File: src/dec_regs.svh
`ifndef DEC_REGS_SVH
`define DEC_REGS_SVH

// Register numbers on the special-purpose register port
`define DEC_SPR_CTL_B      10'h3bd
`define DEC_SPR_STATUS     10'h3f0
`define DEC_SPR_CTL_A      10'h3f2
`define DEC_SPR_DADDR_A    10'h3f6
`define DEC_SPR_DADDR_B    10'h3f7
`define DEC_SPR_DVAL_A     10'h3b6
`define DEC_SPR_DVAL_B     10'h3b7
`define DEC_SPR_IADDR_1    10'h3f4
`define DEC_SPR_IADDR_2    10'h3f5
`define DEC_SPR_IADDR_3    10'h3b4
`define DEC_SPR_IADDR_4    10'h3b5

// Field positions, vector index = 31 - big-endian bit number
`define DEC_CA_EXT         31
`define DEC_CA_INT         30
`define DEC_CA_RST_HI      29
`define DEC_CA_RST_LO      28
`define DEC_CA_IC          27
`define DEC_CA_BT          26
`define DEC_CA_EXC         25
`define DEC_CA_TRAP        24
`define DEC_CA_IA1         23
`define DEC_CA_IA2         22
`define DEC_CA_RA_EN       21
`define DEC_CA_RA_X        20
`define DEC_CA_IA3         19
`define DEC_CA_IA4         18
`define DEC_CA_RB_EN       17
`define DEC_CA_RB_X        16
`define DEC_CA_RA_T        15
`define DEC_CA_RB_T        14
`define DEC_CA_FT          0

`define DEC_CB_A_RD        31
`define DEC_CB_B_RD        30
`define DEC_CB_A_WR        29
`define DEC_CB_B_WR        28
`define DEC_CB_A_SZ_HI     27
`define DEC_CB_A_SZ_LO     26
`define DEC_CB_B_SZ_HI     25
`define DEC_CB_B_SZ_LO     24
`define DEC_CB_DR_EN       23
`define DEC_CB_DR_X        22
`define DEC_CB_VA_M_HI     19
`define DEC_CB_VA_M_LO     18
`define DEC_CB_VB_M_HI     17
`define DEC_CB_VB_M_LO     16
`define DEC_CB_VA_BE_HI    15
`define DEC_CB_VA_BE_LO    12
`define DEC_CB_VB_BE_HI    11
`define DEC_CB_VB_BE_LO    8

`define DEC_ST_IC          31
`define DEC_ST_BT          30
`define DEC_ST_EXC         29
`define DEC_ST_TRAP        28
`define DEC_ST_UNCOND      27
`define DEC_ST_IA1         26
`define DEC_ST_IA2         25
`define DEC_ST_DR1         24
`define DEC_ST_DW1         23
`define DEC_ST_DR2         22
`define DEC_ST_DW2         21
`define DEC_ST_IMPRECISE   20
`define DEC_ST_IA3         19
`define DEC_ST_IA4         18
`define DEC_ST_MRR_HI      9
`define DEC_ST_MRR_LO      8

// Writable bits and reset values
`define DEC_CA_WMASK       32'hcfffc001
`define DEC_CB_WMASK       32'hffcfff00
`define DEC_ST_EVMASK      32'hfffc0000
`define DEC_IADDR_WMASK    32'hfffffffc
`define DEC_REG_RESET      32'h00000000
`endif

File: src/dec_pkg.sv
package dec_pkg;
  typedef logic [31:0] dec_word_t;
  typedef enum logic [1:0] {DEC_VM_UNDEF, DEC_VM_AND, DEC_VM_OR, DEC_VM_ANDOR} dec_vmode_t;
  typedef enum logic [1:0] {DEC_SZ_BYTE, DEC_SZ_HALF, DEC_SZ_WORD, DEC_SZ_LINE} dec_size_t;

  // Address bits examined for a given compare size
  function automatic dec_word_t dec_size_mask(input logic [1:0] size);
    dec_word_t m;
    m = 32'hffffffff;
    unique case (dec_size_t'(size))
      DEC_SZ_BYTE: m = 32'hffffffff;
      DEC_SZ_HALF: m = 32'hfffffffe;
      DEC_SZ_WORD: m = 32'hfffffffc;
      DEC_SZ_LINE: m = 32'hffffffe0;
    endcase
    return m;
  endfunction
endpackage

File: src/dec_top.sv
`timescale 1ns/1ps
`include "dec_regs.svh"
// Overview of operation
// Control A bit 0 turns external debug mode on or off.
// Control A bit 1 turns internal debug mode on or off.
// Writing reset field 2:3 requests core, chip or system reset; 00 nothing.
// Bits 4-7 enable completion, branch, exception and trap events.
// Bits 8, 9, 12, 13 enable the four instruction address match events.
// Bit 10 pairs instruction matches 1 and 2 into one range.
// Bit 11 selects inside or outside match for range 1-2.
// Bit 14 pairs matches 3 and 4; bit 15 picks inside or outside.
// Bits 16, 17 flip the range's inside/outside choice on each debug event.
// Bit 31 freezes timers on a debug event, else timers run.
// Control B bits 0-3 enable read and write events per data match.
// Size fields mask 0, 1, 2 or 5 low data address bits.
// Control B bit 8 pairs both data address registers into one range.
// Bit 9 selects inside or outside match for the data range.
// Value mode 01 needs every selected lane equal to value register A.
// Value mode 10 needs any one selected lane equal.
// Value mode 11 matches on upper or lower halfword; lanes 0011/1100/1111.
// Value compare B uses mode bits 14:15 against value register B.
// Lane fields 16:19 and 20:23 pick bytes for value compares A and B.
// Data address registers hold full 32-bit byte addresses.
// Each event kind sets its status bit when it occurs.
// Event with debug exceptions off sets the imprecise flag instead; the code does so only while external debug mode is off.
// Any reset loads last reset kind into status bits 22:23.
module dec_top
  import dec_pkg::*;
(
  input  wire logic       i_sys_clk,
  input  wire logic       i_reset_n,
  input  wire logic [9:0] i_spr_addr,
  input  wire logic       i_spr_wr,
  input  wire logic       i_spr_rd,
  input  wire dec_word_t  i_spr_wdata,
  input  wire logic       i_instr_valid,
  input  wire dec_word_t  i_instr_addr,
  input  wire logic       i_branch_taken,
  input  wire logic       i_exception,
  input  wire logic       i_trap,
  input  wire logic       i_uncond_event,
  input  wire logic       i_data_valid,
  input  wire logic       i_data_write,
  input  wire dec_word_t  i_data_addr,
  input  wire dec_word_t  i_data_value,
  input  wire logic       i_debug_exc_en,
  input  wire logic [1:0] i_last_reset_kind,
  output dec_word_t       o_spr_rdata,
  output logic            o_ext_debug_en,
  output logic            o_int_debug_en,
  output logic [1:0]      o_reset_req,
  output logic            o_debug_event,
  output logic            o_freeze_timers
);
  logic       rst_meta_r;
  logic       rst_sync_r;
  dec_word_t  ctl_a_r, ctl_a_nxt;
  dec_word_t  ctl_b_r, ctl_b_nxt;
  dec_word_t  stat_r, stat_nxt;
  dec_word_t  iadr_r [4];
  dec_word_t  iadr_nxt [4];
  dec_word_t  dadr_a_r, dadr_a_nxt;
  dec_word_t  dadr_b_r, dadr_b_nxt;
  dec_word_t  dval_a_r, dval_a_nxt;
  dec_word_t  dval_b_r, dval_b_nxt;
  dec_word_t  rdata_r, rdata_nxt;
  logic [1:0] rst_req_r, rst_req_nxt;
  logic       evt_r, evt_nxt;
  logic       frz_r, frz_nxt;
  logic       cap_done_r;
  logic [3:0] ia_single;
  logic       ra_match, rb_match, dr_match;
  logic       va_match, vb_match;
  logic       da_hit, db_hit;
  dec_word_t  ev;
  logic       any_ev;
  logic       dbg_on;
  logic       wr_a;

  // Reset release through two flops
  always_ff @(posedge i_sys_clk or negedge i_reset_n) begin
    if (!i_reset_n) begin
      rst_meta_r <= 1'b0;
      rst_sync_r <= 1'b0;
    end else begin
      rst_meta_r <= 1'b1;
      rst_sync_r <= rst_meta_r;
    end
  end

  function automatic logic spr_hit(input logic [9:0] num);
    return i_spr_wr && (i_spr_addr == num);
  endfunction

  function automatic logic iadr_hit(input dec_word_t ref_addr);
    return (ref_addr[31:2] == i_instr_addr[31:2]);
  endfunction

  dec_range_cmp u_range_a (
    .i_lo        (iadr_r[0]),
    .i_hi        (iadr_r[1]),
    .i_addr      ({i_instr_addr[31:2], 2'b00}),
    .i_exclusive (ctl_a_r[`DEC_CA_RA_X]),
    .o_match     (ra_match)
  );

  dec_range_cmp u_range_b (
    .i_lo        (iadr_r[2]),
    .i_hi        (iadr_r[3]),
    .i_addr      ({i_instr_addr[31:2], 2'b00}),
    .i_exclusive (ctl_a_r[`DEC_CA_RB_X]),
    .o_match     (rb_match)
  );

  dec_range_cmp u_range_d (
    .i_lo        (dadr_a_r),
    .i_hi        (dadr_b_r),
    .i_addr      (i_data_addr),
    .i_exclusive (ctl_b_r[`DEC_CB_DR_X]),
    .o_match     (dr_match)
  );

  dec_value_cmp u_value_a (
    .i_mode  (ctl_b_r[`DEC_CB_VA_M_HI:`DEC_CB_VA_M_LO]),
    .i_lanes (ctl_b_r[`DEC_CB_VA_BE_HI:`DEC_CB_VA_BE_LO]),
    .i_ref   (dval_a_r),
    .i_data  (i_data_value),
    .o_match (va_match)
  );

  dec_value_cmp u_value_b (
    .i_mode  (ctl_b_r[`DEC_CB_VB_M_HI:`DEC_CB_VB_M_LO]),
    .i_lanes (ctl_b_r[`DEC_CB_VB_BE_HI:`DEC_CB_VB_BE_LO]),
    .i_ref   (dval_b_r),
    .i_data  (i_data_value),
    .o_match (vb_match)
  );

  // Event detection
  always_comb begin
    dbg_on = ctl_a_r[`DEC_CA_EXT] | ctl_a_r[`DEC_CA_INT];
    for (int i = 0; i < 4; i++) begin
      ia_single[i] = iadr_hit(iadr_r[i]);
    end
    // Size masking only applies to single-address compares
    da_hit = ctl_b_r[`DEC_CB_DR_EN] ? dr_match : ((i_data_addr & dec_size_mask(ctl_b_r[
      `DEC_CB_A_SZ_HI:`DEC_CB_A_SZ_LO])) == (dadr_a_r & dec_size_mask(ctl_b_r[
      `DEC_CB_A_SZ_HI:`DEC_CB_A_SZ_LO])));
    db_hit = ctl_b_r[`DEC_CB_DR_EN] ? dr_match : ((i_data_addr & dec_size_mask(ctl_b_r[
      `DEC_CB_B_SZ_HI:`DEC_CB_B_SZ_LO])) == (dadr_b_r & dec_size_mask(ctl_b_r[
      `DEC_CB_B_SZ_HI:`DEC_CB_B_SZ_LO])));
    da_hit = da_hit & va_match & i_data_valid;
    db_hit = db_hit & vb_match & i_data_valid;
    ev = 32'h00000000;
    ev[`DEC_ST_IC]     = i_instr_valid & ctl_a_r[`DEC_CA_IC];
    ev[`DEC_ST_BT]     = i_branch_taken & ctl_a_r[`DEC_CA_BT];
    ev[`DEC_ST_EXC]    = i_exception & ctl_a_r[`DEC_CA_EXC];
    ev[`DEC_ST_TRAP]   = i_trap & ctl_a_r[`DEC_CA_TRAP];
    ev[`DEC_ST_UNCOND] = i_uncond_event;
    ev[`DEC_ST_IA1]    = i_instr_valid & ctl_a_r[`DEC_CA_IA1] &
                         (ctl_a_r[`DEC_CA_RA_EN] ? ra_match : ia_single[0]);
    ev[`DEC_ST_IA2]    = i_instr_valid & ctl_a_r[`DEC_CA_IA2] &
                         (ctl_a_r[`DEC_CA_RA_EN] ? ra_match : ia_single[1]);
    ev[`DEC_ST_IA3]    = i_instr_valid & ctl_a_r[`DEC_CA_IA3] &
                         (ctl_a_r[`DEC_CA_RB_EN] ? rb_match : ia_single[2]);
    ev[`DEC_ST_IA4]    = i_instr_valid & ctl_a_r[`DEC_CA_IA4] &
                         (ctl_a_r[`DEC_CA_RB_EN] ? rb_match : ia_single[3]);
    ev[`DEC_ST_DR1]    = da_hit & ~i_data_write & ctl_b_r[`DEC_CB_A_RD];
    ev[`DEC_ST_DW1]    = da_hit & i_data_write & ctl_b_r[`DEC_CB_A_WR];
    ev[`DEC_ST_DR2]    = db_hit & ~i_data_write & ctl_b_r[`DEC_CB_B_RD];
    ev[`DEC_ST_DW2]    = db_hit & i_data_write & ctl_b_r[`DEC_CB_B_WR];
    ev = dbg_on ? ev : 32'h00000000;
    any_ev = |ev;
  end

  // Register next values
  always_comb begin
    wr_a = spr_hit(`DEC_SPR_CTL_A);
    ctl_a_nxt = ctl_a_r;
    ctl_b_nxt = ctl_b_r;
    stat_nxt = stat_r;
    dadr_a_nxt = spr_hit(`DEC_SPR_DADDR_A) ? i_spr_wdata : dadr_a_r;
    dadr_b_nxt = spr_hit(`DEC_SPR_DADDR_B) ? i_spr_wdata : dadr_b_r;
    dval_a_nxt = spr_hit(`DEC_SPR_DVAL_A) ? i_spr_wdata : dval_a_r;
    dval_b_nxt = spr_hit(`DEC_SPR_DVAL_B) ? i_spr_wdata : dval_b_r;
    iadr_nxt[0] = spr_hit(`DEC_SPR_IADDR_1) ? (i_spr_wdata & `DEC_IADDR_WMASK) : iadr_r[0];
    iadr_nxt[1] = spr_hit(`DEC_SPR_IADDR_2) ? (i_spr_wdata & `DEC_IADDR_WMASK) : iadr_r[1];
    iadr_nxt[2] = spr_hit(`DEC_SPR_IADDR_3) ? (i_spr_wdata & `DEC_IADDR_WMASK) : iadr_r[2];
    iadr_nxt[3] = spr_hit(`DEC_SPR_IADDR_4) ? (i_spr_wdata & `DEC_IADDR_WMASK) : iadr_r[3];
    rst_req_nxt = 2'b00;
    if (wr_a) begin
      ctl_a_nxt = i_spr_wdata & `DEC_CA_WMASK;
      rst_req_nxt = i_spr_wdata[`DEC_CA_RST_HI:`DEC_CA_RST_LO];
    end
    // Toggle acts on the freshly written value too
    if (any_ev && ctl_a_nxt[`DEC_CA_RA_T]) begin
      ctl_a_nxt[`DEC_CA_RA_X] = ~ctl_a_nxt[`DEC_CA_RA_X];
    end
    if (any_ev && ctl_a_nxt[`DEC_CA_RB_T]) begin
      ctl_a_nxt[`DEC_CA_RB_X] = ~ctl_a_nxt[`DEC_CA_RB_X];
    end
    if (spr_hit(`DEC_SPR_CTL_B)) begin
      ctl_b_nxt = i_spr_wdata & `DEC_CB_WMASK;
    end
    if (spr_hit(`DEC_SPR_STATUS)) begin
      stat_nxt = stat_r & ~i_spr_wdata;
    end
    // Set wins over a clear in the same cycle
    stat_nxt = stat_nxt | ev;
    if (any_ev && !ctl_a_r[`DEC_CA_EXT] && !i_debug_exc_en) begin
      stat_nxt[`DEC_ST_IMPRECISE] = 1'b1;
    end
    if (!cap_done_r) begin
      stat_nxt[`DEC_ST_MRR_HI:`DEC_ST_MRR_LO] = i_last_reset_kind;
    end
    evt_nxt = any_ev & (ctl_a_r[`DEC_CA_EXT] | i_debug_exc_en);
    // Held until software clears the status events
    frz_nxt = ctl_a_nxt[`DEC_CA_FT] & (|(stat_nxt & `DEC_ST_EVMASK));
    rdata_nxt = rdata_r;
    if (i_spr_rd) begin
      unique case (i_spr_addr)
        `DEC_SPR_CTL_A:   rdata_nxt = ctl_a_r;
        `DEC_SPR_CTL_B:   rdata_nxt = ctl_b_r;
        `DEC_SPR_STATUS:  rdata_nxt = stat_r;
        `DEC_SPR_DADDR_A: rdata_nxt = dadr_a_r;
        `DEC_SPR_DADDR_B: rdata_nxt = dadr_b_r;
        `DEC_SPR_DVAL_A:  rdata_nxt = dval_a_r;
        `DEC_SPR_DVAL_B:  rdata_nxt = dval_b_r;
        `DEC_SPR_IADDR_1: rdata_nxt = iadr_r[0];
        `DEC_SPR_IADDR_2: rdata_nxt = iadr_r[1];
        `DEC_SPR_IADDR_3: rdata_nxt = iadr_r[2];
        `DEC_SPR_IADDR_4: rdata_nxt = iadr_r[3];
        default:          rdata_nxt = 32'h00000000;
      endcase
    end
  end

  always_ff @(posedge i_sys_clk or negedge rst_sync_r) begin
    if (!rst_sync_r) begin
      ctl_a_r    <= `DEC_REG_RESET;
      ctl_b_r    <= `DEC_REG_RESET;
      stat_r     <= `DEC_REG_RESET;
      dadr_a_r   <= `DEC_REG_RESET;
      dadr_b_r   <= `DEC_REG_RESET;
      dval_a_r   <= `DEC_REG_RESET;
      dval_b_r   <= `DEC_REG_RESET;
      for (int i = 0; i < 4; i++) begin
        iadr_r[i] <= `DEC_REG_RESET;
      end
      rdata_r    <= `DEC_REG_RESET;
      rst_req_r  <= 2'b00;
      evt_r      <= 1'b0;
      frz_r      <= 1'b0;
      cap_done_r <= 1'b0;
    end else begin
      ctl_a_r    <= ctl_a_nxt;
      ctl_b_r    <= ctl_b_nxt;
      stat_r     <= stat_nxt;
      dadr_a_r   <= dadr_a_nxt;
      dadr_b_r   <= dadr_b_nxt;
      dval_a_r   <= dval_a_nxt;
      dval_b_r   <= dval_b_nxt;
      for (int i = 0; i < 4; i++) begin
        iadr_r[i] <= iadr_nxt[i];
      end
      rdata_r    <= rdata_nxt;
      rst_req_r  <= rst_req_nxt;
      evt_r      <= evt_nxt;
      frz_r      <= frz_nxt;
      cap_done_r <= 1'b1;
    end
  end

  assign o_spr_rdata     = rdata_r;
  assign o_ext_debug_en  = ctl_a_r[`DEC_CA_EXT];
  assign o_int_debug_en  = ctl_a_r[`DEC_CA_INT];
  assign o_reset_req     = rst_req_r;
  assign o_debug_event   = evt_r;
  assign o_freeze_timers = frz_r;

  property p_ext_mode;
    @(posedge i_sys_clk) disable iff (!rst_sync_r)
    spr_hit(`DEC_SPR_CTL_A) |=> o_ext_debug_en == $past(i_spr_wdata[`DEC_CA_EXT]);
  endproperty
  a_ext_mode: assert property (p_ext_mode) else $error("external mode bit not taken");

  property p_int_mode;
    @(posedge i_sys_clk) disable iff (!rst_sync_r)
    spr_hit(`DEC_SPR_CTL_A) |=> o_int_debug_en == $past(i_spr_wdata[`DEC_CA_INT]);
  endproperty
  a_int_mode: assert property (p_int_mode) else $error("internal mode bit not taken");

  property p_reset_req;
    @(posedge i_sys_clk) disable iff (!rst_sync_r)
    !spr_hit(`DEC_SPR_CTL_A) |=> o_reset_req == 2'b00;
  endproperty
  a_reset_req: assert property (p_reset_req) else $error("reset request without write");

  property p_branch_cause;
    @(posedge i_sys_clk) disable iff (!rst_sync_r)
    $rose(stat_r[`DEC_ST_BT]) |-> $past(i_branch_taken) && $past(ctl_a_r[`DEC_CA_BT]);
  endproperty
  a_branch_cause: assert property (p_branch_cause) else $error("branch status without cause");

  property p_trap_set;
    @(posedge i_sys_clk) disable iff (!rst_sync_r)
    i_trap && ctl_a_r[`DEC_CA_TRAP] && dbg_on |=> stat_r[`DEC_ST_TRAP];
  endproperty
  a_trap_set: assert property (p_trap_set) else $error("trap event not recorded");

  property p_toggle;
    @(posedge i_sys_clk) disable iff (!rst_sync_r)
    any_ev && !wr_a && ctl_a_r[`DEC_CA_RA_T]
      |=> ctl_a_r[`DEC_CA_RA_X] != $past(ctl_a_r[`DEC_CA_RA_X]);
  endproperty
  a_toggle: assert property (p_toggle) else $error("range a exclusive did not flip");

  property p_freeze;
    @(posedge i_sys_clk) disable iff (!rst_sync_r)
    o_freeze_timers |-> ctl_a_r[`DEC_CA_FT] && (|(stat_r & `DEC_ST_EVMASK));
  endproperty
  a_freeze: assert property (p_freeze) else $error("timers frozen without cause");

  property p_imprecise;
    @(posedge i_sys_clk) disable iff (!rst_sync_r)
    any_ev && !ctl_a_r[`DEC_CA_EXT] && !i_debug_exc_en
      |=> stat_r[`DEC_ST_IMPRECISE] && !o_debug_event;
  endproperty
  a_imprecise: assert property (p_imprecise) else $error("imprecise flag missed");

  property p_data_read;
    @(posedge i_sys_clk) disable iff (!rst_sync_r)
    $rose(stat_r[`DEC_ST_DR1]) |-> $past(ctl_b_r[`DEC_CB_A_RD]) && $past(i_data_valid)
      && !$past(i_data_write);
  endproperty
  a_data_read: assert property (p_data_read) else $error("read match without cause");

  property p_last_reset;
    @(posedge i_sys_clk) disable iff (!rst_sync_r)
    !cap_done_r |=> stat_r[`DEC_ST_MRR_HI:`DEC_ST_MRR_LO] == $past(i_last_reset_kind);
  endproperty
  a_last_reset: assert property (p_last_reset) else $error("last reset kind not caught");
endmodule // dec_top

File: src/dec_range_cmp.sv
`timescale 1ns/1ps
module dec_range_cmp
  import dec_pkg::*;
(
  input  wire dec_word_t i_lo,
  input  wire dec_word_t i_hi,
  input  wire dec_word_t i_addr,
  input  wire logic      i_exclusive,
  output logic           o_match
);
  // Lower bound inclusive, upper bound exclusive
  assign o_match = ((i_addr >= i_lo) && (i_addr < i_hi)) ^ i_exclusive;
endmodule // dec_range_cmp

File: src/dec_value_cmp.sv
`timescale 1ns/1ps
module dec_value_cmp
  import dec_pkg::*;
(
  input  wire logic [1:0] i_mode,
  input  wire logic [3:0] i_lanes,
  input  wire dec_word_t  i_ref,
  input  wire dec_word_t  i_data,
  output logic            o_match
);
  logic [3:0] eq;
  logic       hi_ok;
  logic       lo_ok;

  // Lane 3 is the most significant byte
  always_comb begin
    for (int i = 0; i < 4; i++) begin
      eq[i] = (i_ref[i*8 +: 8] == i_data[i*8 +: 8]);
    end
    hi_ok = (i_lanes[3] | i_lanes[2]) & (~i_lanes[3] | eq[3]) & (~i_lanes[2] | eq[2]);
    lo_ok = (i_lanes[1] | i_lanes[0]) & (~i_lanes[1] | eq[1]) & (~i_lanes[0] | eq[0]);
    o_match = 1'b1;
    unique case (dec_vmode_t'(i_mode))
      DEC_VM_UNDEF: o_match = 1'b1;
      DEC_VM_AND:   o_match = &(eq | ~i_lanes);
      DEC_VM_OR:    o_match = |(eq & i_lanes);
      DEC_VM_ANDOR: o_match = hi_ok | lo_ok;
    endcase
  end
endmodule // dec_value_cmp

File: config.mk
export PLATFORM = sky130hd
export DESIGN_NAME = dec_top
export DESIGN_NICKNAME = d
export VERILOG_FILES = /design/src/dec_pkg.sv /design/src/dec_top.sv /design/src/dec_range_cmp.sv /design/src/dec_value_cmp.sv
export VERILOG_INCLUDE_DIRS = /design/src
export SDC_FILE = /design/constraint.sdc
export NUM_CORES = 1
export LEC_CHECK = 0
export ABC_AREA = 1
export BUFFER_PORTS_ARGS = -buffer_cell sky130_fd_sc_hd__buf_4
export CAP_MARGIN = 20
export CORE_UTILIZATION = 25
export DETAILED_ROUTE_END_ITERATION = 10
export HOLD_SLACK_MARGIN = 0.15
export MAX_ROUTING_LAYER = met4
export PLACE_DENSITY = 0.44
export SKIP_CTS_REPAIR_TIMING = 1
export SYNTH_ARGS = -nofsm -noshare
export SYNTH_HDL_FRONTEND = slang
export SYNTH_SLANG_ARGS = --single-unit
File: constraint.sdc
create_clock -name i_sys_clk -period 13.4 [get_ports i_sys_clk]
set_input_delay 1.34 -clock i_sys_clk [delete_from_list [all_inputs] [get_ports i_sys_clk]]
set_output_delay 1.34 -clock i_sys_clk [all_outputs]
set_load 0.01 [all_outputs]
==> key figures, run 1 <==
Status
  • Status: finished, final reports clean

Synth
  • Synth unique cells: 46
  • Asr flop ratio synth: 1.00
  • Syn Std Cell Area: 21100 um2
  • Syn_area_per_cell: 7.86 um2
  • Top cells by area, synth: dfrtp_1, nand2_1, ha_1, o21ai_0, inv_1
  • Post-synth EDFFs: 0
  • Seq/Total Area, Yosys: 0.425
  • Post-synth top flop: dfrtp_1
  • Synth Register Bits: 358
  • Yosys top cell area share: 0.425
  • YS warnings: 0
  • Synth area leader: dfrtp_1
  • Cells after Synth: 2680

Finish
  • Most frequent cells in the layout: nand2_1, inv_1, dfrtp_1
  • Fraction of layout cells with a size suffix above 1: 0.110
  • FF/Latch Area: 8960 um2
  • Area of the multi-input gates: 10400 um2
  • Commonest non-fill, non-tap cell in the layout: nand2_1
  • Layout area overhead: 19.0%
  • Layout fillers: 9133
  • Nets: 3180
  • Final Cell Area: 25100 um2

Route
  • Final WL: 81.6 mm
  • Via-to-Cell Ratio: 4.69
  • DRC: 0
  • First drt pass iteration count: 5
  • Antenna Nets Post-Route: 0
  • Wire per inst: 20.6 um
  • 1st-iter DRT viols: 1342
  • Vias post-DR: 18600

Power
  • Clock power share: 0.458
  • Internal Power: 1.86 mW
  • Sw Pwr: 654 uW
  • Pwr/cell area: 100 nW/um2
  • Worst VDD drop: 0.0000709 V
  • Static Leakage: 11.5 nW
  • Seq pwr share: 0.444
  • Logic pwr share: 0.098
  • Switching portion of total power: 0.260

Floorplanning
  • # IOs: 190
  • Die Width: 292 um
  • Initial Util: 0.252
  • Total core area: 83600 um2
  • Floorplan row count: 106
  • Die ar.: 85500 um2
  • Die H: 292 um

Critical path
  • WP data required: 13860 ps
  • CP Launch Type: primary input
  • Crit path DAT: 4710 ps
  • FF-to-FF Start: dadr_b_r[29]$_DFFE_PN0P_
  • Crit. End Element: register
  • R2R Setup Slk: 9840 ps
  • Worst Path Class, Setup: in -> reg
  • CP max FO: 23
  • Setup crit start: i_spr_addr[7]
  • Register-to-Register Path Depth: 18

Clock network
  • Max clock buf depth: 3
  • Worst-path clk slew: 60 ps
  • Cts bufs inserted: 42
  • Htree depth: 2
  • CTS tree: built
  • Clk_lat worst skew: 580 ps
  • CTS sink cnt: 358
  • Root Buffer Master: clkbuf_16

Place
  • Area post-placement: 23700 um2
  • RePlAce Congestion: 0.903
  • Port Buffers: 187
  • DP HPWL: 63.2 mm

Run
  • Max cap viols: 0

Global routing
  • Vias in the first global route: 18300
  • First-pass GRT wire length: 120 mm
  • Gr usage total: 0.196
  • Initial antenna violation count: 8
  • Grt ovf: 0
  • Largest net degree at the start of global routing: 128

Hold path
  • Hold WC Path Type: reg -> reg
  • Worst Hold Launch: rst_meta_r$_DFF_PN0_
  • Number of cells on the worst hold path: 0

STA
  • Slew Limit Fails: 0
  • Hold Fails Final Rpt: 0
  • Tcrit/Tclk final: 0.317
  • Final min period: 4240 ps
  • Worst-Margin Slew: 1100 ps
  • RSZ-0062 raised after global routing: false
  • FMAX: 236 MHz
  • Max_slew headroom: 0.267
  • Setup TNS: 0 ps
  • Clock Skew: 15.8 ps
  • # setup viols final: 0
metal layers:
metal  GRT usage  routed length (um)
met3      0.0316                4360
met2       0.311               37200
met1       0.261               38000
met5           -                   0
met4      0.0484                2010
registers in the layout, summed over array words and instances (netlist names):
name / cells
dval_b_r: 32
cap_done_r: 1
rst_meta_r: 1
o_freeze_timers: 1
dadr_a_r: 32
dadr_b_r: 32
dval_a_r: 32
o_spr_rdata: 32
o_reset_req: 2
ctl_b_r: 22
stat_r: 32
ctl_a_r: 17
rst_sync_r: 1
o_debug_event: 1
iadr_r: 120
cells by family (layout without fill, tap and decap cells):
family / count (synthesis) / count (layout) / share of synthesized area
AND/OR/NAND/NOR: 981 / 981 / 0.187
AO/OA/AOI/OAI: 644 / 644 / 0.174
buffers and inverters: 462 / 657 / 0.0832
flip-flops: 358 / 358 / 0.425
adder cells (fa/ha/maj): 183 / 183 / 0.109
XOR/XNOR: 51 / 51 / 0.0212
other: 1 / 11 / 0.000178
worst max-delay path: stages:
cell	delay (ps)
buf_4	80
nand3_2	200
nor2_4	280
nand3_4	120
nor2_4	580
inv_2	300
nor2_2	140
buf_4	300
inv_2	230
o21ai_0	210
nand2_1	100
nor3_1	250
nand2_1	100
nor2_1	130
nand4_1	90
nor2_1	150
nor2_1	70
Yosys cell counts (12+ instances only):
cell type / n
a21oi_1: 124
o21ai_1: 29
xnor2_1: 45
nand3_1: 60
nor2_1: 113
ha_1: 183
inv_1: 359
a221oi_1: 58
nor3_1: 12
nand2_1: 747
o22ai_1: 62
dfrtp_1: 358
clkbuf_1: 79
nand4_1: 13
o21ai_0: 312
path summary, 6_finish.rpt:
check                                             to
max                        o_freeze_timers$_DFF_PN0_
min                             rst_sync_r$_DFF_PN0_
max reg2reg                o_freeze_timers$_DFF_PN0_
min reg2reg                     rst_sync_r$_DFF_PN0_
max in group asynchronous    dval_a_r[6]$_DFFE_PN0P_
min in group asynchronous   dadr_a_r[26]$_DFFE_PN0P_
stage by stage:
step	instances	setup WS [ps]	hold slack, ps	utilization	power (mW)
after CTS	3956	9180	354	0.300	2.55
after floorplan	2681	2680	331	-	1.27
final	3965	9160	349	0.300	2.51
after global routing	3964	9000	365	0.300	2.63
after detailed placement	3881	8570	341	0.284	1.39
after global placement	3881	8560	332	0.284	1.39
power by group through the flow:
stage               sequential (mW)  clock [mW]  combinational [mW]
floorplan                      1.14           0               0.122
global placement               1.14           0               0.249
detailed placement             1.14           0               0.250
CTS                            1.12        1.19               0.251
global route                   1.12        1.22               0.282
finish                         1.12        1.15               0.245
layout make-up:
type / instances / share of cell area
clock inverters: 7 / 0.00269
diodes: 9 / 0.000898
repair buffers: 212 / 0.0640
well taps: 1080 / 0.0539
multi-input cells: 1861 / 0.415
flip-flops and latches: 358 / 0.357
clock buffers: 68 / 0.0510
inverters: 370 / 0.0554
Power figures use the tool's default switching activity.
==> run 2: changes to the inputs <==
Settings changed: PLACE_DENSITY 0.44 to 0.46.
Clock period 13.4 ns to 3.5 ns, I/O delays scaled along.
==> key figures, run 2 (synthesized netlist as in run 1, its figures left out) <==
Route
  • Antenna Nets Post-Route: 0 (unchanged)
  • Final WL: 81.1 mm (-0.60%)
  • DRC: 0 (unchanged)
  • 1st-iter DRT viols: 1303 (-2.9%)
  • Wire per inst: 20.1 um (-2.1%)
  • Vias post-DR: 18800 (+0.89%)
  • First drt pass iteration count: 8 (+3)
  • Via-to-Cell Ratio: 4.67 (-0.62%)

Critical path
  • WP data required: 3970 ps (-9890 ps)
  • Cell Chain, Critical Path: inv_1, ha_1, nand2_1, nor2_1, nand2_1, nor2_2, nand3_1, a21oi_2, nor2_1, nand3_1, nand3_2, nand4_1, nand2_1, nor2_1, nand3_2, nand2_1, nand2_1, nor2_1, nor2_1
  • CP Launch Type: register
  • CP peak stage delay: 390 ps (-190 ps)
  • CP max FO: 4 (-83%)
  • R2R Setup Slk: 290 ps (-9550 ps)
  • FF-to-FF End: o_freeze_timers$_DFF_PN0_
  • Crit path DAT: 3680 ps (-1030 ps)
  • Top Family by Delay on Critical Path: simple AND/OR/NAND/NOR gates
  • Setup crit start: dadr_b_r[29]$_DFFE_PN0P_
  • Worst Path Class, Setup: reg -> reg
  • Register-to-Register Path Depth: 19 (+1)
  • FF-to-FF Start: dadr_b_r[29]$_DFFE_PN0P_
  • CP bufs+invs: 1 (-3)
  • Slowest cell on the critical path: dfrtp_1
  • Crit. End Element: register

Finish
  • Area of the multi-input gates: 10400 um2 (about the same)
  • Layout area overhead: 22.9%
  • Post-layout util: 0.310 (+0.00979)
  • Layout fillers: 9068 (-0.71%)
  • Max reg flops: 120 (unchanged)
  • Nets: 3238 (+1.8%)
  • Commonest non-fill, non-tap cell in the layout: nand2_1
  • Most frequent cells in the layout: nand2_1, inv_1, dfrtp_1
  • FF/Latch Area: 8960 um2 (unchanged)
  • Largest Register: iadr_r
  • Non-Filler Instances: 4025 (+1.5%)
  • Fraction of layout cells with a size suffix above 1: 0.123 (+0.0130)

Global routing
  • First-pass GRT wire length: 120 mm (-0.48%)
  • Largest net degree at the start of global routing: 94 (-27%)
  • Grt ovf: 0 (unchanged)
  • Gr usage total: 0.194 (-0.00196)
  • Met2 Resource Use GR: 0.307 (-0.00302)
  • GRT busiest layer: met2
  • Initial antenna violation count: 11 (+3)
  • Grt met1 use: 0.257 (-0.00427)
  • Vias in the first global route: 18400 (+0.27%)
  • Grt met3 use: 0.0293 (-0.00235)

Power
  • Internal Power: 7.54 mW (+310%)
  • Logic pwr share: 0.096 (-0.002)
  • Switching portion of total power: 0.257 (-0.00303)
  • Seq pwr share: 0.421 (-0.023)
  • Clock power share: 0.483 (+0.025)
  • Pwr/cell area: 392 nW/um2 (+290%)
  • Sw Pwr: 2.61 mW (+300%)
  • Pwr Total: 10.2 mW (+300%)
  • Static Leakage: 11.9 nW (+3.4%)
  • Worst VDD drop: 0.000245 V (+250%)

Clock network
  • Cts bufs inserted: 42 (unchanged)
  • Worst-path clk slew: 60 ps (about the same)
  • Max clock buf depth: 3 (unchanged)
  • Clk_lat worst skew: 590 ps (about the same)
  • CTS tree: built
  • Root Buffer Master: clkbuf_16
  • Htree depth: 2 (unchanged)
  • CTS sink cnt: 358 (unchanged)

STA
  • Setup TNS: 0 ps (unchanged)
  • RSZ-0062 raised after global routing: false
  • Hold_ws: 164 ps (-186 ps)
  • FMAX: 311 MHz
  • Hold Fails Final Rpt: 0 (unchanged)
  • Max_slew headroom: 0.339 (+0.0724)
  • Worst-Margin Slew: 992 ps (-109 ps)
  • Slew Limit Fails: 0 (unchanged)
  • Final min period: 3210 ps
  • Clock Skew: 17.8 ps (+2.02 ps)
  • Tcrit/Tclk final: 0.918
  • # setup viols final: 0 (unchanged)

Hold path
  • Number of cells on the worst hold path: 4 (+4)
  • Hold WC Path Type: in -> reg
  • Hold path endpoint: stat_r[22]$_DFF_PN0_
  • Worst Hold Launch: i_data_write

Floorplanning
  • Die ar.: 85500 um2 (unchanged)
  • Initial Util: 0.252 (unchanged)
  • Die H: 292 um (unchanged)
  • Die Width: 292 um (unchanged)
  • Total core area: 83600 um2 (unchanged)
  • # IOs: 190 (unchanged)
  • Floorplan row count: 106 (unchanged)

Place
  • Cell count after placement: 3912 (+0.80%)
  • RePlAce Congestion: 0.887 (-1.8%)
  • Port Buffers: 187 (unchanged)
  • DP HPWL: 63.1 mm (about the same)

Status
  • Status: finished, final reports clean

Run
  • Max cap viols: 0 (unchanged)
==> run 2: cell count changes in the layout (fill, tap and decap cells not counted), moves of 2 or more <==
| cell | previous run | this run |
|---|---|---|
| dlygate4sd3_1 | 0 | 27 |
| buf_12 | 1 | 11 |
| clkbuf_1 | 14 | 4 |
| nand2_1 | 737 | 739 |
| nand2_2 | 12 | 10 |
| clkinvlp_4 | 0 | 4 |
| clkbuf_8 | 11 | 14 |
| buf_4 | 211 | 232 |
| bufinv_16 | 1 | 6 |
==> run 2: through the flow <==
| step | instance area, um2 | worst slack (ps) |
|---|---|---|
| 6_report | 25900 | 288 |
| 5_1_grt | 25900 | 23.5 |
| 4_1_cts | 25600 | -142 |
| 3_5_place_dp | 24100 | -163 |
| 3_3_place_gp | 24100 | -116 |
| 2_1_floorplan | 21100 | -33.4 |
==> run 2: final cells by class <==
cell class,count,share of cell area
antenna,8,0.000773
multi-input combinational,1861,0.402
clock buffer,60,0.0486
sequential,358,0.346
timing repair buffer,270,0.0862
tap,1080,0.0522
clock inverter,18,0.0106
inverter,370,0.0536
==> run 2: how the worst max path moves through the flow <==
stage	to	cells past startpoint	slack [ps]
3_5_place_dp	o_freeze_timers$_DFF_PN0_	19	-160
5_1_grt	o_freeze_timers$_DFF_PN0_	19	20
4_1_cts	o_freeze_timers$_DFF_PN0_	19	-140
6_report	o_freeze_timers$_DFF_PN0_	19	290
3_3_place_gp	o_freeze_timers$_DFF_PN0_	18	-120
2_1_floorplan	cap_done_r$_DFF_PN0_	0	-30
==> run 2: power groups by stage <==
stage	Clock, mW	Combinational, mW	Sequential, mW
6_report	4.91	0.975	4.27
2_1_floorplan	0	0.465	4.38
3_5_place_dp	0	0.965	4.35
5_1_grt	5.17	1.11	4.28
4_1_cts	5.03	0.968	4.27
3_3_place_gp	0	0.955	4.35
==> run 2: worst register-to-register path, stage by stage (launching register included) <==
cell	delay (ps)
dfrtp_1	390
inv_1	80
ha_1	290
nand2_1	50
nor2_1	140
nand2_1	160
nor2_2	260
nand3_1	200
a21oi_2	280
nor2_1	160
nand3_1	120
nand3_2	110
nand4_1	120
nand2_1	60
nor2_1	200
nand3_2	140
nand2_1	90
nand2_1	70
nor2_1	120
nor2_1	60
==> run 2: metal layers <==
layer | part of all wire | up-vias | wire, um
met3 | 0.049 | 89 | 3970
met2 | 0.46 | 410 | 37300
met4 | 0.027 | 0 | 2150
met5 | 0 | - | 0
met1 | 0.46 | 8964 | 37700
li1 | - | 9317 | -
==> run 3: changes to the inputs <==
Settings changed: ABC_AREA 1 to default, CAP_MARGIN 20 to default, CORE_UTILIZATION 25 to 50, PLACE_DENSITY 0.46 to 0.75.
==> key figures, run 3 <==
Status
  • Status: finished, final reports clean

Synth
  • Top cells by count, synth: dfrtp_1, inv_1, nand2_1
  • Post-synth top flop: dfrtp_1
  • Synth Area in Compound Gates: 0.160 (-0.0144)
  • Post-synth EDFFs: 0 (unchanged)
  • Synth Area in Adders: 0.107 (-0.00128)
  • Seq/Total Area, Yosys: 0.420 (-0.00501)
  • Most numerous cell in the Yosys netlist: dfrtp_1
  • Top cells by area, synth: dfrtp_1, ha_1, mux2_2, o21ai_0, inv_1
  • Asr flop ratio synth: 1.00 (unchanged)
  • Syn_area_per_cell: 9.93 um2 (+26%)
  • Yosys top cell area share: 0.420 (-0.00501)
  • Synth unique cells: 71 (+54%)
  • Cells after Synth: 2147 (-20%)
  • Synth area leader: dfrtp_1
  • Xor and xnor area share after synthesis: 0.0312 (+0.0100)
  • Synth Register Bits: 358 (unchanged)
  • Syn Std Cell Area: 21300 um2 (+1.2%)
  • Mux share of post-synthesis cell area: 0.125 (+0.125)
  • Simple-gate share of the synthesized area: 0.0936 (-0.0938)
  • Largest family of logic cells by synthesized area: compound AO/OA/AOI/OAI gates
  • YS warnings: 0 (unchanged)

Critical path
  • Setup crit start: iadr_r[27]$_DFFE_PN0P_
  • Crit path DAT: 3930 ps (+250 ps)
  • CP max FO: 4 (unchanged)
  • R2R Setup Slk: 20 ps (-260 ps)
  • WP data required: 3950 ps (-20 ps)
  • Worst setup path endpoint: ctl_a_r[16]$_DFF_PN0_
  • FF-to-FF End: ctl_a_r[16]$_DFF_PN0_
  • Worst Path Class, Setup: reg -> reg
  • CP Launch Type: register
  • Register-to-Register Path Depth: 11 (-8)
  • FF-to-FF Start: iadr_r[27]$_DFFE_PN0P_
  • Crit. End Element: register

Clock network
  • Max clock buf depth: 3 (unchanged)
  • CTS sink cnt: 358 (unchanged)
  • Root Buffer Master: clkbuf_16
  • Cts bufs inserted: 41 (-2.4%)
  • Htree depth: 2 (unchanged)
  • Worst-path clk slew: 60 ps (about the same)
  • Clk_lat worst skew: 580 ps (about the same)
  • CTS tree: built

Finish
  • Diode count: 0 (-8)
  • Post-layout util: 0.612 (+0.302)
  • Most frequent cells in the layout: dfrtp_1, buf_4, inv_1
  • Fraction of layout cells with a size suffix above 1: 0.242 (+0.120)
  • Layout area overhead: 20.6%
  • Nets: 2731 (-16%)
  • Max reg flops: 120 (unchanged)
  • Largest Register: iadr_r
  • Commonest non-fill, non-tap cell in the layout: dfrtp_1
  • Non-Filler Instances: 2964 (-26%)

Route
  • Routed wl met3: 5.41 mm (+36%)
  • Antenna Nets Post-Route: 0 (unchanged)
  • Routed wl met2: 34.3 mm (-7.8%)
  • Vias post-DR: 18300 (-2.7%)
  • 1st-iter DRT viols: 1720 (+32%)
  • Wire per inst: 24.8 um (+23%)
  • Via-to-Cell Ratio: 6.17 (+32%)
  • Top Metal Used: met4
  • DRC: 0 (unchanged)
  • Final WL: 73.6 mm (-9.2%)
  • First drt pass iteration count: 7 (-1)
  • DRT met1 WL: 29.9 mm (-21%)

Hold path
  • Hold WC Path Type: in -> reg

STA
  • Slew Limit Fails: 0 (unchanged)
  • # setup viols final: 0 (unchanged)
  • Worst-Margin Slew: 1060 ps (+69.5 ps)
  • Hold_ws: 140 ps (-23.9 ps)
  • Clock Skew: 21.4 ps (+3.58 ps)
  • Tcrit/Tclk final: 0.993 (+0.0756)
  • RSZ-0062 raised after global routing: true
  • Final min period: 3480 ps (+265 ps)
  • Setup WS post-layout: 23.3 ps (-265 ps)
  • Max_slew headroom: 0.287 (-0.0517)
  • Hold Fails Final Rpt: 0 (unchanged)
  • Setup TNS: 0 ps (unchanged)
  • FMAX: 288 MHz (-7.6%)

Floorplanning
  • # IOs: 190 (unchanged)
  • Total core area: 42000 um2 (-50%)
  • Floorplan row count: 75 (-29%)
  • Die Width: 209 um (-29%)
  • Die H: 209 um (-29%)
  • Initial Util: 0.507 (+0.255)
  • Die ar.: 43500 um2 (-49%)

Place
  • RePlAce Congestion: 1.01 (+14%)
  • Cell count after placement: 2853 (-27%)
  • Pre-CTS setup slack: -63.4 ps (+99.9 ps)
  • DP HPWL: 53.8 mm (-15%)
  • Port Buffers: 187 (unchanged)

Global routing
  • First-pass GRT wire length: 110 mm (-8.0%)
  • Initial antenna violation count: 0 (-11)
  • Gr usage total: 0.348 (+0.154)
  • Largest net degree at the start of global routing: 79 (-16%)
  • Grt ovf: 0 (unchanged)
  • Vias in the first global route: 18200 (-0.82%)

Run
  • Max cap viols: 0 (unchanged)

Power
  • Worst VDD drop: 0.000304 V (+24%)
  • Static Leakage: 12.6 nW (+5.6%)
  • Pwr/cell area: 383 nW/um2 (-2.4%)
-- run 3: cell types whose count changed after synthesis, sizes merged, moves of 32 or more --
cell	delta
inv	-138
a221oi	-33
mux2	+197
a21oi	-32
o21ai	-160
xnor2	-34
nand2	-531
nor2	-78
xor2	+59
-- run 3: layout make-up --
type | instances | area, um2
Clock buffer | 55 | 1160
Clock inverter | 17 | 224
Fill cell | 3471 | 16300
Inverter | 231 | 867
Multi-Input combinational cell | 1438 | 11200
Sequential cell | 358 | 8960
Tap cell | 539 | 674
Timing Repair Buffer | 326 | 2660
-- run 3: metal layers --
metal	track usage	vias to the layer above
met4	0.164	0
met3	0.0534	218
met5	-	-
li1	-	8150
met2	0.550	889
met1	0.441	9024
-- run 3: cells by family (layout without fill, tap and decap cells) --
kind of cell / count (synthesis) / in the layout
and+or+nand+nor: 421 / 421
adders and majority gates: 183 / 183
DFF: 358 / 358
AOI/OAI and AO/OA: 527 / 527
xor gates and xnor gates: 76 / 76
other: 1 / 2
muxes: 229 / 229
buffers and inverters: 352 / 629
-- run 3: how the worst min path moves through the flow --
stage                         start                       end  slack (ps)  cells after the start
floorplan                 i_reset_n      rst_meta_r$_DFF_PN0_          50                      0
global placement          i_reset_n      rst_meta_r$_DFF_PN0_         130                      1
detailed placement        i_reset_n      rst_meta_r$_DFF_PN0_         140                      1
CTS                       i_reset_n      rst_sync_r$_DFF_PN0_        -460                      1
global route        i_spr_wdata[18]  dadr_a_r[18]$_DFFE_PN0P_         160                      3
finish              i_spr_wdata[27]   iadr_r[123]$_DFFE_PN0P_         140                      3
-- run 3: power breakdown --
group	total (mW)	switching (mW)	internal (mW)
clock network	4.51	1.82	2.69
registers	4.29	0.0715	4.21
logic	1.05	0.608	0.440
-- run 3: worst max-delay path, stage by stage, from the launching register on --
cell	delay, ps
dfrtp_1	390
inv_1	120
ha_1	260
and2_0	180
a221o_1	290
a221oi_1	510
o21ai_1	280
a2111o_1	440
nand3_1	90
a21o_1	170
nand4_1	240
a221oi_1	380
-- run 3: through the flow --
step	power, mW	instance area [um2]
after floorplan	4.86	21300
after global placement	5.31	23900
after detailed placement	5.35	23900
after CTS	9.83	25300
after global routing	10.2	25700
final	9.85	25700
